<file path="src/design/its_defines.svh">
/*
  Offsets, field positions, reset values and vectors of the interrupt and
  trap sequencer.
  Assumes inclusion by bare name from any design or bench file.
*/
`ifndef ITS_DEFINES_SVH
`define ITS_DEFINES_SVH

// ----------------------------------------------------------------------
// Register byte offsets
// ----------------------------------------------------------------------
`define ITS_OFS_CTRL     8'h00
`define ITS_OFS_STATUS   8'h04
`define ITS_OFS_IRQ_STAT 8'h08
`define ITS_OFS_IRQ_MASK 8'h0c
`define ITS_OFS_PC       8'h10
`define ITS_OFS_SP       8'h14
`define ITS_OFS_PSW      8'h18

// ----------------------------------------------------------------------
// Fields and reset values
// ----------------------------------------------------------------------
`define ITS_CTRL_RUN_BIT 0
`define ITS_CTRL_RESET   1'b1
`define ITS_PSW_PRI_HI   7
`define ITS_PSW_PRI_LO   5
`define ITS_PSW_TRACE    4
`define ITS_PSW_RESET    16'h0000
`define ITS_SP_RESET     16'h0000
`define ITS_PC_RESET     16'h0000
`define ITS_EV_ERR       0
`define ITS_EV_TRACE     1
`define ITS_EV_DEV       2
`define ITS_EV_WAIT      3
`define ITS_LVL_BASE     3'h4

// ----------------------------------------------------------------------
// Vectors, step and I/O page
// ----------------------------------------------------------------------
`define ITS_VEC_ERR      16'h0004
`define ITS_VEC_TRACE    16'h000c
`define ITS_VEC_PFAIL    16'h0014
`define ITS_PC_PWRUP     16'h0014
`define ITS_WORD_STEP    16'h0002
`define ITS_IO_BASE      16'he000

`endif

</file>
<file path="src/design/its_pkg.sv">
/*
  Types shared by the interrupt and trap sequencer and its bench.
  Assumes nothing beyond a SystemVerilog compiler.
*/
package its_pkg;

  typedef enum logic [3:0] {
    ST_POWERUP  = 4'h0,
    ST_BOUNDARY = 4'h1,
    ST_FETCH    = 4'h2,
    ST_EXEC     = 4'h3,
    ST_WAIT     = 4'h4,
    ST_OFF      = 4'h5,
    ST_PUSH_PS  = 4'h6,
    ST_PUSH_PC  = 4'h7,
    ST_LOAD_PC  = 4'h8,
    ST_LOAD_PS  = 4'h9
  } its_state_t;

  typedef enum logic [2:0] {
    CA_NONE  = 3'h0,
    CA_BOUND = 3'h1,
    CA_TMO   = 3'h2,
    CA_PFAIL = 3'h3,
    CA_TRACE = 3'h4,
    CA_DEV   = 3'h5
  } its_cause_t;

  typedef struct packed {
    logic        we;
    logic        io;
    logic [15:0] addr;
    logic [15:0] wdata;
  } its_mem_req_t;

endpackage

</file>
<file path="src/design/its_req_encoder.sv">
/*
  Synchronises device request pins, merges them into four level lines and
  picks the winning device and its vector.
  Assumes level and vector inputs are static configuration.
*/
`timescale 1ns/1ps
`include "its_defines.svh"

module its_req_encoder #(
  parameter int NDEV = 4
) (
  // Clock and reset
  input  wire logic                 clk_i,
  input  wire logic                 rst_i,
  // Device side
  input  wire logic [NDEV-1:0]      dev_req_i,
  input  wire logic [NDEV-1:0][1:0] dev_level_i,
  input  wire logic [NDEV-1:0][15:0] dev_vector_i,
  // Encoded result
  output logic      [3:0]           bus_request_levels_o,
  output logic      [2:0]           req_level_o,
  output logic                      req_any_o,
  output logic      [NDEV-1:0]      req_sel_o,
  output logic      [15:0]          req_vector_o
);

  logic [NDEV-1:0] s1_reg;
  logic [NDEV-1:0] s2_reg;
  logic [NDEV-1:0] s3_reg;
  logic [NDEV-1:0] filt_reg;
  logic [3:0][NDEV-1:0] hit;
  logic [1:0] top;

  if (NDEV < 1) begin : g_chk
    $error("NDEV must be at least 1");
  end

  // --------------------------------------------------------------------
  // Pin synchroniser, change taken once stages two and three agree
  // --------------------------------------------------------------------
  always_ff @(posedge clk_i) begin
    if (rst_i) begin
      s1_reg   <= '0;
      s2_reg   <= '0;
      s3_reg   <= '0;
      filt_reg <= '0;
    end else begin
      s1_reg   <= dev_req_i;
      s2_reg   <= s1_reg;
      s3_reg   <= s2_reg;
      filt_reg <= (s3_reg & ~(s2_reg ^ s3_reg)) |
                  (filt_reg & (s2_reg ^ s3_reg));
    end
  end

  // --------------------------------------------------------------------
  // Level lines: OR of every device pending on that level
  // --------------------------------------------------------------------
  for (genvar l = 0; l < 4; l++) begin : g_lvl
    for (genvar d = 0; d < NDEV; d++) begin : g_dev
      assign hit[l][d] = filt_reg[d] && (dev_level_i[d] == 2'(l));
    end
    assign bus_request_levels_o[l] = |hit[l];
  end

  // --------------------------------------------------------------------
  // Highest level first, lowest device index within it
  // --------------------------------------------------------------------
  always_comb begin
    top = 2'h0;
    for (int l = 0; l < 4; l++) begin
      if (bus_request_levels_o[l]) begin
        top = 2'(l);
      end
    end
    req_any_o    = |bus_request_levels_o;
    req_level_o  = `ITS_LVL_BASE + {1'b0, top};
    req_sel_o    = '0;
    req_vector_o = 16'h0000;
    for (int d = NDEV - 1; d >= 0; d--) begin
      if (hit[top][d]) begin
        req_sel_o    = '0;
        req_sel_o[d] = 1'b1;
        req_vector_o = dev_vector_i[d];
      end
    end
  end
endmodule // its_req_encoder

</file>
<file path="src/design/its_sequencer.sv">
/*
  Interrupt and trap sequencer: fetch and execute hand-off, context switch
  through vectors, trace, error, power-fail and power-up handling, with a
  classic Wishbone register slave.
  Assumes a word memory port that answers with a one-cycle ack and an
  execution unit that pulses done once per started instruction.
*/
`timescale 1ns/1ps
`include "its_defines.svh"

module its_sequencer #(
  parameter int NDEV = 4
) (
  // Clock and reset
  input  wire logic                  clk_i,
  input  wire logic                  rst_i,
  // Wishbone slave
  input  wire logic                  wb_cyc_i,
  input  wire logic                  wb_stb_i,
  input  wire logic                  wb_we_i,
  input  wire logic [7:0]            wb_adr_i,
  input  wire logic [3:0]            wb_sel_i,
  input  wire logic [31:0]           wb_dat_i,
  output logic      [31:0]           wb_dat_o,
  output logic                       wb_ack_o,
  // Devices
  input  wire logic [NDEV-1:0]       dev_req_i,
  input  wire logic [NDEV-1:0][1:0]  dev_level_i,
  input  wire logic [NDEV-1:0][15:0] dev_vector_i,
  output logic      [NDEV-1:0]       dev_grant_o,
  // Error events
  input  wire logic                  boundary_err_i,
  input  wire logic                  bus_timeout_i,
  input  wire logic                  power_fail_i,
  // Memory port
  output logic                       mem_req_o,
  output its_pkg::its_mem_req_t      mem_o,
  input  wire logic [15:0]           mem_rdata_i,
  input  wire logic                  mem_ack_i,
  // Execution unit
  output logic                       exec_start_o,
  output logic      [15:0]           exec_instr_o,
  input  wire logic                  exec_done_i,
  input  wire logic                  exec_wait_i,
  // Interrupt
  output logic                       irq_o
);

  if (NDEV < 1 || NDEV > 32) begin : g_chk
    $error("NDEV must lie between 1 and 32");
  end

  its_pkg::its_state_t   state_reg;
  its_pkg::its_cause_t   cause_reg;
  its_pkg::its_cause_t   sw_cause;
  its_pkg::its_mem_req_t mem_reg;
  logic [15:0] pc_reg, sp_reg, psw_reg, vec_reg, ir_reg, sw_vec;
  logic [2:0]  new_pri_reg, req_level;
  logic [3:0]  bus_request_levels, stat_reg, mask_reg, ev;
  logic [NDEV-1:0] req_sel, grant_reg;
  logic [15:0] req_vector;
  logic req_any, interrupt_pending, start_sw, run_reg, trace_due_reg;
  logic bnd_reg, tmo_reg, pf_reg, start_reg, ack_reg;
  logic pf1_reg, pf2_reg, pf3_reg, pf_filt_reg;
  logic [31:0] dat_reg, rd_mux;
  logic wb_req, wb_wr, in_mem;

  function automatic its_pkg::its_mem_req_t mk_req(
    input logic we, input logic [15:0] addr, input logic [15:0] wdata);
    its_pkg::its_mem_req_t r;
    r.we    = we;
    r.io    = (addr >= `ITS_IO_BASE);
    r.addr  = addr;
    r.wdata = wdata;
    return r;
  endfunction

  function automatic logic [15:0] merge16(
    input logic [15:0] old, input logic [31:0] d, input logic [3:0] sel);
    return {sel[1] ? d[15:8] : old[15:8], sel[0] ? d[7:0] : old[7:0]};
  endfunction

  // ----------------------------------------------------------------------
  // Request combining and priority test
  // ----------------------------------------------------------------------
  // Devices are trusted to sit on one level each.
  its_req_encoder #(.NDEV(NDEV)) u_its_req_encoder (
    .clk_i                (clk_i),
    .rst_i                (rst_i),
    .dev_req_i            (dev_req_i),
    .dev_level_i          (dev_level_i),
    .dev_vector_i         (dev_vector_i),
    .bus_request_levels_o (bus_request_levels),
    .req_level_o          (req_level),
    .req_any_o            (req_any),
    .req_sel_o            (req_sel),
    .req_vector_o         (req_vector)
  );

  assign interrupt_pending = req_any &&
    (req_level >= psw_reg[`ITS_PSW_PRI_HI:`ITS_PSW_PRI_LO]);

  // ----------------------------------------------------------------------
  // Boundary arbitration
  // ----------------------------------------------------------------------
  always_comb begin
    sw_cause = its_pkg::CA_NONE;
    sw_vec   = 16'h0000;
    if (bnd_reg) begin
      sw_cause = its_pkg::CA_BOUND;
      sw_vec   = `ITS_VEC_ERR;
    end else if (tmo_reg) begin
      sw_cause = its_pkg::CA_TMO;
      sw_vec   = `ITS_VEC_ERR;
    end else if (pf_reg) begin
      sw_cause = its_pkg::CA_PFAIL;
      sw_vec   = `ITS_VEC_PFAIL;
    end else if (trace_due_reg) begin
      sw_cause = its_pkg::CA_TRACE;
      sw_vec   = `ITS_VEC_TRACE;
    end else if (interrupt_pending && run_reg) begin
      sw_cause = its_pkg::CA_DEV;
      sw_vec   = req_vector;
    end
  end

  assign start_sw = (sw_cause != its_pkg::CA_NONE) &&
                    (state_reg == its_pkg::ST_BOUNDARY ||
                     state_reg == its_pkg::ST_WAIT);

  // ----------------------------------------------------------------------
  // Sequencer
  // ----------------------------------------------------------------------
  always_ff @(posedge clk_i) begin
    if (rst_i) begin
      state_reg     <= its_pkg::ST_POWERUP;
      cause_reg     <= its_pkg::CA_NONE;
      mem_reg       <= '0;
      pc_reg        <= `ITS_PC_RESET;
      sp_reg        <= `ITS_SP_RESET;
      psw_reg       <= `ITS_PSW_RESET;
      vec_reg       <= 16'h0000;
      ir_reg        <= 16'h0000;
      new_pri_reg   <= 3'h0;
      trace_due_reg <= 1'b0;
      start_reg     <= 1'b0;
    end else begin
      start_reg <= 1'b0;
      if (wb_wr && wb_adr_i == `ITS_OFS_PC)
        pc_reg <= merge16(pc_reg, wb_dat_i, wb_sel_i);
      if (wb_wr && wb_adr_i == `ITS_OFS_SP)
        sp_reg <= merge16(sp_reg, wb_dat_i, wb_sel_i);
      if (wb_wr && wb_adr_i == `ITS_OFS_PSW)
        psw_reg <= merge16(psw_reg, wb_dat_i, wb_sel_i);
      if (start_sw) begin
        sp_reg      <= sp_reg - `ITS_WORD_STEP;
        mem_reg     <= mk_req(1'b1, sp_reg - `ITS_WORD_STEP, psw_reg);
        vec_reg     <= sw_vec;
        cause_reg   <= sw_cause;
        new_pri_reg <= req_level;
        state_reg   <= its_pkg::ST_PUSH_PS;
        if (sw_cause == its_pkg::CA_TRACE) trace_due_reg <= 1'b0;
      end else begin
        case (state_reg)
          its_pkg::ST_POWERUP: begin
            pc_reg        <= `ITS_PC_PWRUP;
            trace_due_reg <= 1'b0;
            state_reg     <= its_pkg::ST_BOUNDARY;
          end
          its_pkg::ST_BOUNDARY: begin
            if (!run_reg) begin
              state_reg <= its_pkg::ST_OFF;
            end else begin
              mem_reg   <= mk_req(1'b0, pc_reg, 16'h0000);
              state_reg <= its_pkg::ST_FETCH;
            end
          end
          its_pkg::ST_FETCH: if (mem_ack_i) begin
            ir_reg    <= mem_rdata_i;
            pc_reg    <= pc_reg + `ITS_WORD_STEP;
            start_reg <= 1'b1;
            state_reg <= its_pkg::ST_EXEC;
          end
          its_pkg::ST_EXEC: if (exec_done_i) begin
            trace_due_reg <= psw_reg[`ITS_PSW_TRACE] &&
                             !exec_wait_i;
            state_reg <= exec_wait_i ? its_pkg::ST_WAIT : its_pkg::ST_BOUNDARY;
          end
          its_pkg::ST_WAIT: state_reg <= its_pkg::ST_WAIT;
          its_pkg::ST_OFF: if (run_reg) state_reg <= its_pkg::ST_BOUNDARY;
          its_pkg::ST_PUSH_PS: if (mem_ack_i) begin
            sp_reg    <= sp_reg - `ITS_WORD_STEP;
            mem_reg   <= mk_req(1'b1, sp_reg - `ITS_WORD_STEP, pc_reg);
            state_reg <= its_pkg::ST_PUSH_PC;
          end
          its_pkg::ST_PUSH_PC: if (mem_ack_i) begin
            mem_reg   <= mk_req(1'b0, vec_reg, 16'h0000);
            state_reg <= its_pkg::ST_LOAD_PC;
          end
          its_pkg::ST_LOAD_PC: if (mem_ack_i) begin
            pc_reg    <= mem_rdata_i;
            mem_reg   <= mk_req(1'b0, vec_reg + `ITS_WORD_STEP, 16'h0000);
            state_reg <= its_pkg::ST_LOAD_PS;
          end
          its_pkg::ST_LOAD_PS: if (mem_ack_i) begin
            psw_reg <= mem_rdata_i;
            if (cause_reg == its_pkg::CA_DEV) begin
              psw_reg[`ITS_PSW_PRI_HI:`ITS_PSW_PRI_LO] <= new_pri_reg;
            end
            if (cause_reg == its_pkg::CA_TRACE) begin
              psw_reg[`ITS_PSW_TRACE] <= 1'b0;
            end
            state_reg <= its_pkg::ST_BOUNDARY;
          end
          default: state_reg <= its_pkg::ST_POWERUP;
        endcase
      end
    end
  end

  assign in_mem = state_reg inside {its_pkg::ST_FETCH, its_pkg::ST_PUSH_PS,
    its_pkg::ST_PUSH_PC, its_pkg::ST_LOAD_PC, its_pkg::ST_LOAD_PS};
  assign mem_req_o    = in_mem;
  assign mem_o        = mem_reg;
  assign exec_start_o = start_reg;
  assign exec_instr_o = ir_reg;

  // ----------------------------------------------------------------------
  // Error flags and power-fail pin
  // ----------------------------------------------------------------------
  always_ff @(posedge clk_i) begin
    if (rst_i) begin
      {pf1_reg, pf2_reg, pf3_reg, pf_filt_reg} <= 4'h0;
      {bnd_reg, tmo_reg, pf_reg} <= 3'h0;
      grant_reg <= '0;
    end else begin
      pf1_reg <= power_fail_i;
      pf2_reg <= pf1_reg;
      pf3_reg <= pf2_reg;
      if (pf2_reg == pf3_reg) pf_filt_reg <= pf3_reg;
      bnd_reg <= boundary_err_i ||
        (bnd_reg && !(start_sw && sw_cause == its_pkg::CA_BOUND));
      tmo_reg <= bus_timeout_i ||
        (tmo_reg && !(start_sw && sw_cause == its_pkg::CA_TMO));
      pf_reg <= (pf3_reg && !pf_filt_reg && pf2_reg == pf3_reg) ||
        (pf_reg && !(start_sw && sw_cause == its_pkg::CA_PFAIL));
      grant_reg <= (start_sw && sw_cause == its_pkg::CA_DEV) ? req_sel : '0;
    end
  end
  assign dev_grant_o = grant_reg;

  // ----------------------------------------------------------------------
  // Wishbone slave and interrupt status
  // ----------------------------------------------------------------------
  assign wb_req = wb_cyc_i && wb_stb_i && !ack_reg;
  assign wb_wr  = wb_req && wb_we_i;
  assign ev[`ITS_EV_ERR]   = start_sw && sw_cause inside
    {its_pkg::CA_BOUND, its_pkg::CA_TMO, its_pkg::CA_PFAIL};
  assign ev[`ITS_EV_TRACE] = start_sw && sw_cause == its_pkg::CA_TRACE;
  assign ev[`ITS_EV_DEV]   = start_sw && sw_cause == its_pkg::CA_DEV;
  assign ev[`ITS_EV_WAIT]  = state_reg == its_pkg::ST_EXEC &&
                             exec_done_i && exec_wait_i;

  always_comb begin
    case (wb_adr_i)
      `ITS_OFS_CTRL:     rd_mux = {31'h0, run_reg};
      `ITS_OFS_STATUS:   rd_mux = {17'h0, tmo_reg, bnd_reg, pf_reg,
                                   bus_request_levels, interrupt_pending,
                                   req_level, state_reg};
      `ITS_OFS_IRQ_STAT: rd_mux = {28'h0, stat_reg};
      `ITS_OFS_IRQ_MASK: rd_mux = {28'h0, mask_reg};
      `ITS_OFS_PC:       rd_mux = {16'h0, pc_reg};
      `ITS_OFS_SP:       rd_mux = {16'h0, sp_reg};
      `ITS_OFS_PSW:      rd_mux = {16'h0, psw_reg};
      default:           rd_mux = 32'h0;
    endcase
  end

  always_ff @(posedge clk_i) begin
    if (rst_i) begin
      ack_reg  <= 1'b0;
      dat_reg  <= 32'h0;
      run_reg  <= `ITS_CTRL_RESET;
      mask_reg <= 4'h0;
      stat_reg <= 4'h0;
    end else begin
      ack_reg <= wb_req;
      if (wb_req) dat_reg <= wb_we_i ? 32'h0 : rd_mux;
      if (wb_wr && wb_adr_i == `ITS_OFS_CTRL && wb_sel_i[0])
        run_reg <= wb_dat_i[`ITS_CTRL_RUN_BIT];
      if (wb_wr && wb_adr_i == `ITS_OFS_IRQ_MASK && wb_sel_i[0])
        mask_reg <= wb_dat_i[3:0];
      // Set wins over a write-one clear in the same cycle
      stat_reg <= ev | (stat_reg & ~((wb_wr && wb_sel_i[0] &&
        wb_adr_i == `ITS_OFS_IRQ_STAT) ? wb_dat_i[3:0] : 4'h0));
    end
  end
  assign wb_ack_o = ack_reg;
  assign wb_dat_o = dat_reg;
  assign irq_o    = |(stat_reg & mask_reg);
endmodule // its_sequencer

</file>
<file path="config.mk">
export PLATFORM = sky130hd
export DESIGN_NAME = its_sequencer
export DESIGN_NICKNAME = d
export VERILOG_FILES = /design/src/design/its_pkg.sv /design/src/design/its_req_encoder.sv /design/src/design/its_sequencer.sv
export VERILOG_INCLUDE_DIRS = /design/src /design/src/design
export SDC_FILE = /design/constraint.sdc
export NUM_CORES = 1
export LEC_CHECK = 0
export ABC_AREA = 0
export ABC_CLOCK_PERIOD_IN_PS = 4730
export BUFFER_PORTS_ARGS = -buffer_cell sky130_fd_sc_hd__buf_2
export CORE_MARGIN = 1
export CORE_UTILIZATION = 60
export DETAILED_ROUTE_END_ITERATION = 16
export PLACE_DENSITY = 0.88
export SETUP_SLACK_MARGIN = 0.05
export SLEW_MARGIN = 15
export SYNTH_ARGS = -nofsm -noshare
export SYNTH_HDL_FRONTEND = slang
export SYNTH_HIERARCHICAL = 1
export SYNTH_SLANG_ARGS = --single-unit
</file>
<file path="constraint.sdc">
create_clock -name clk_i -period 4.73 [get_ports clk_i]
set_input_delay 0.2365 -clock clk_i [delete_from_list [all_inputs] [get_ports clk_i]]
set_output_delay 0.2365 -clock clk_i [all_outputs]
set_load 0.03 [all_outputs]
</file>
==> out/qor.yml <==
status: "completed"
ys_warn_count: 6
synthSimpleGateAreaFrac_pct: 23.9
rows: 48
htreeDepth: 4
first_global_vias: 9874
die_height_um: 135
largest_reg_flops: 34
setup_viol: 0
final_util_pct: 70.1
vias_per_cell: 6.60
detail-route-antenna-nets: 0
vias: 11100
cp-start-kind: "flip-flop"
antenna_found_initial: 1
dr.first_iter.drc_count: 1736
vdd_ir_drop_max_mv: 0.430
power.total_mw: 6.35
synth_xor_area_share_pct: 2.30
gp_congestion: 0.973
drive_gt1_share_pct: 20.8
place_hpwl_um: 24400
grt_overflow: 0
grt_pass1_wl_um: 52600
cts_resized: 0
ys_seq_elements: 179
synthArstFlopShare_pct: 0
p_leak_nw: 4.90
post-route-min-period_ns: 4.00
clockRootBuffer: "clkbuf_16"
nets: 1604
drv_cap: 0
slew_headroom_pct: 25.4
port_buffers: 202
met2_length_um: 15400
die_w_um: 135
syn_area_um2: 10600
clock.fmax_mhz: 250
place_ws_ns: 0.863
hold_violations: 0
syn_inst: 1323
min_path_cells: 2
initial_core_util_pct: 61.5
synth_compound_area_share_pct: 25.9
fin_ws_ns: 0.726
worst_r2r_path_depth: 12
fillCellCount: 1410
criticalPathCategory: "reg -> reg"
wire_per_inst_um: 20.3
path_clk_slew_ns: 0.07
skew_ns: 0.00797
synth_area_per_cell_um2: 8.04
cp_max_fo: 18
crit_arrival_ns: 4.39
synthAdderAreaFrac_pct: 0.823
switching_share_pct: 43.7
p_seq_share_pct: 33.3
cts_tree: "done"
min_from: "dev_req_i[2]"
r2r-end: "dev_grant_o[1]$_SDFF_PP0_"
clkLatencyLatePin_ns: 0.45
synth-main-ff-cell: "dfxtp_1"
worstPathRequired_ns: 5.12
r2r_slack_ns: 0.73
totalWireLength_um: 34300
synthMuxAreaShare_pct: 5.13
grt_usage_pct: 37.1
io_pins: 237
maxUsedRoutingLayer: "met4"
die_area_um2: 18300
drt-pass1-iter-count: 10
antenna_cells: 0
p_comb_share_pct: 42.3
multi_input_area_um2: 6240
clockBufferDepth: 2
wl_met3_um: 3940
power.density_nw_per_um2: 523
grt_max_degree: 58
placed_cell_area_um2: 11500
synth.distinct_cells: 98
cts_buffers: 17
rsz0062_at_grt: "no"
finalCritPeriodShare_pct: 84.7
maxSlewViolCount: 0
whs_endpoint: "u_its_req_encoder/s1_reg[2]$_SDFF_PP0_"
fin_tns_setup_ns: 0
pwr-share-clk_pct: 24.4
syn_to_final_growth_pct: 14.0
hp-class: "in -> reg"
worst_pin_slew_ns: 1.12
switching_power_mw: 2.78
cts_num_sinks: 179
synth_top_family_by_area: "compound AO/OA/AOI/OAI gates"
core_um2: 17300
critPathCaptureType: "flip-flop"
synth_edf_count: 0
drc: 0
final_cell_area_um2: 12100
regArea_um2: 3580
wirelength_met1_um: 13400
yosysSeqAreaShare_pct: 33.7
intPower_mw: 3.57
[stage by stage]
stage	instances	hold WS (ns)
2_1_floorplan	1338	0.308
3_5_place_dp	1654	0.426
3_3_place_gp	1654	0.419
4_1_cts	1688	0.00664
5_1_grt	1688	0.00998
6_report	1688	0.0109
[how the worst max path moves through the flow]
stage,start,to,depth (start not counted)
2_1_floorplan,flip-flop,sp_reg[12]$_SDFF_PP0_,13
3_3_place_gp,flip-flop,vec_reg[11]$_SDFFE_PP0P_,12
3_5_place_dp,flip-flop,dev_grant_o[1]$_SDFF_PP0_,12
4_1_cts,flip-flop,dev_grant_o[1]$_SDFF_PP0_,12
5_1_grt,flip-flop,dev_grant_o[1]$_SDFF_PP0_,12
6_report,flip-flop,dev_grant_o[1]$_SDFF_PP0_,12
[cell usage after synthesis (all sizes together), types with 21 or more instances]
cell / n / area (µm²)
dfxtp: 179 / 3580
nand2: 157 / 597
nor2: 113 / 469
a21oi: 109 / 546
buf: 66 / 412
clkbuf: 63 / 236
inv: 59 / 226
nand3: 55 / 275
a22oi: 38 / 299
a211oi: 36 / 298
mux2i: 32 / 320
o21ai: 32 / 160
a311oi: 27 / 254
nor2b: 27 / 169
a222oi: 21 / 210
[cell type report]
cell class,instances,area share [%]
clock buffer,19,3.57
clock inverter,13,1.62
inverter,59,1.87
multi-input combinational,971,51.4
sequential,179,29.5
tap,225,2.32
timing repair buffer,222,9.64
[power by group through the flow]
stage / registers [mW] / logic, mW / clock network (mW)
2_1_floorplan: 2.19 / 1.82 / 0
3_3_place_gp: 2.11 / 2.53 / 0
3_5_place_dp: 2.12 / 2.60 / 0
4_1_cts: 2.09 / 2.62 / 1.55
5_1_grt: 2.13 / 2.87 / 1.60
6_report: 2.11 / 2.68 / 1.55
[kinds of logic (layout without fill, tap and decap cells)]
logic type / count (synthesis) / count (layout)
mux: 52 / 52
fa+ha+maj: 7 / 7
buf+inv: 188 / 313
flops: 179 / 179
other cells: 2 / 17
compound gates: 378 / 378
xor+xnor: 28 / 28
simple gates: 489 / 489
[routing by layer]
| metal | global-route usage [%] | vias up |
|---|---|---|
| met5 | 0 | - |
| met4 | 19.6 | 0 |
| met3 | 9.02 | 136 |
| met2 | 56.4 | 753 |
| met1 | 48.6 | 5191 |
| li1 | - | 5068 |
[cells in the final DEF, fill, tap and decap left out, types with 6 or more instances in the layout]
master / Yosys / layout
a211oi_1: 32 / 32
a21oi_1: 109 / 109
a221oi_1: 8 / 8
a222oi_1: 21 / 21
a22o_1: 14 / 14
a22oi_1: 37 / 37
a311oi_1: 26 / 26
a31oi_1: 12 / 12
and2_1: 13 / 13
and3_1: 12 / 12
buf_2: 35 / 201
buf_4: 24 / 19
clkbuf_16: 0 / 17
conb_1: 2 / 17
dfxtp_1: 179 / 179
ha_1: 7 / 7
inv_1: 55 / 55
mux2_2: 16 / 16
mux2i_1: 32 / 32
nand2_1: 156 / 156
nand2b_1: 6 / 6
nand3_1: 55 / 55
nand3b_1: 17 / 17
nand4_1: 11 / 11
nor2_1: 108 / 108
nor2b_1: 27 / 27
nor3_1: 17 / 17
nor4_1: 7 / 7
o2111ai_1: 6 / 6
o211ai_1: 14 / 14
o21a_1: 6 / 6
o21ai_0: 30 / 30
o22ai_1: 6 / 6
or3_1: 10 / 10
xnor2_1: 17 / 17
xor2_1: 11 / 11
[critical path, stage by stage (launching register included)]
cell and delay, ns:
dfxtp_1 0.50, nand3b_1 0.13, and2_1 0.18, and2_1 0.21, o21ai_0 0.57, inv_1 0.10
ha_1 0.29, nor2b_1 0.04, o21ai_1 0.50, and3_1 0.31, o211ai_1 0.22, nor3_4 0.65
and2_1 0.23
[timing repair]
item,CTS,global route
hold buffers,2,0
setup buffers,0,0
hold endpoints to repair,2,0
Note: power is estimated with default switching activity, not from simulation.
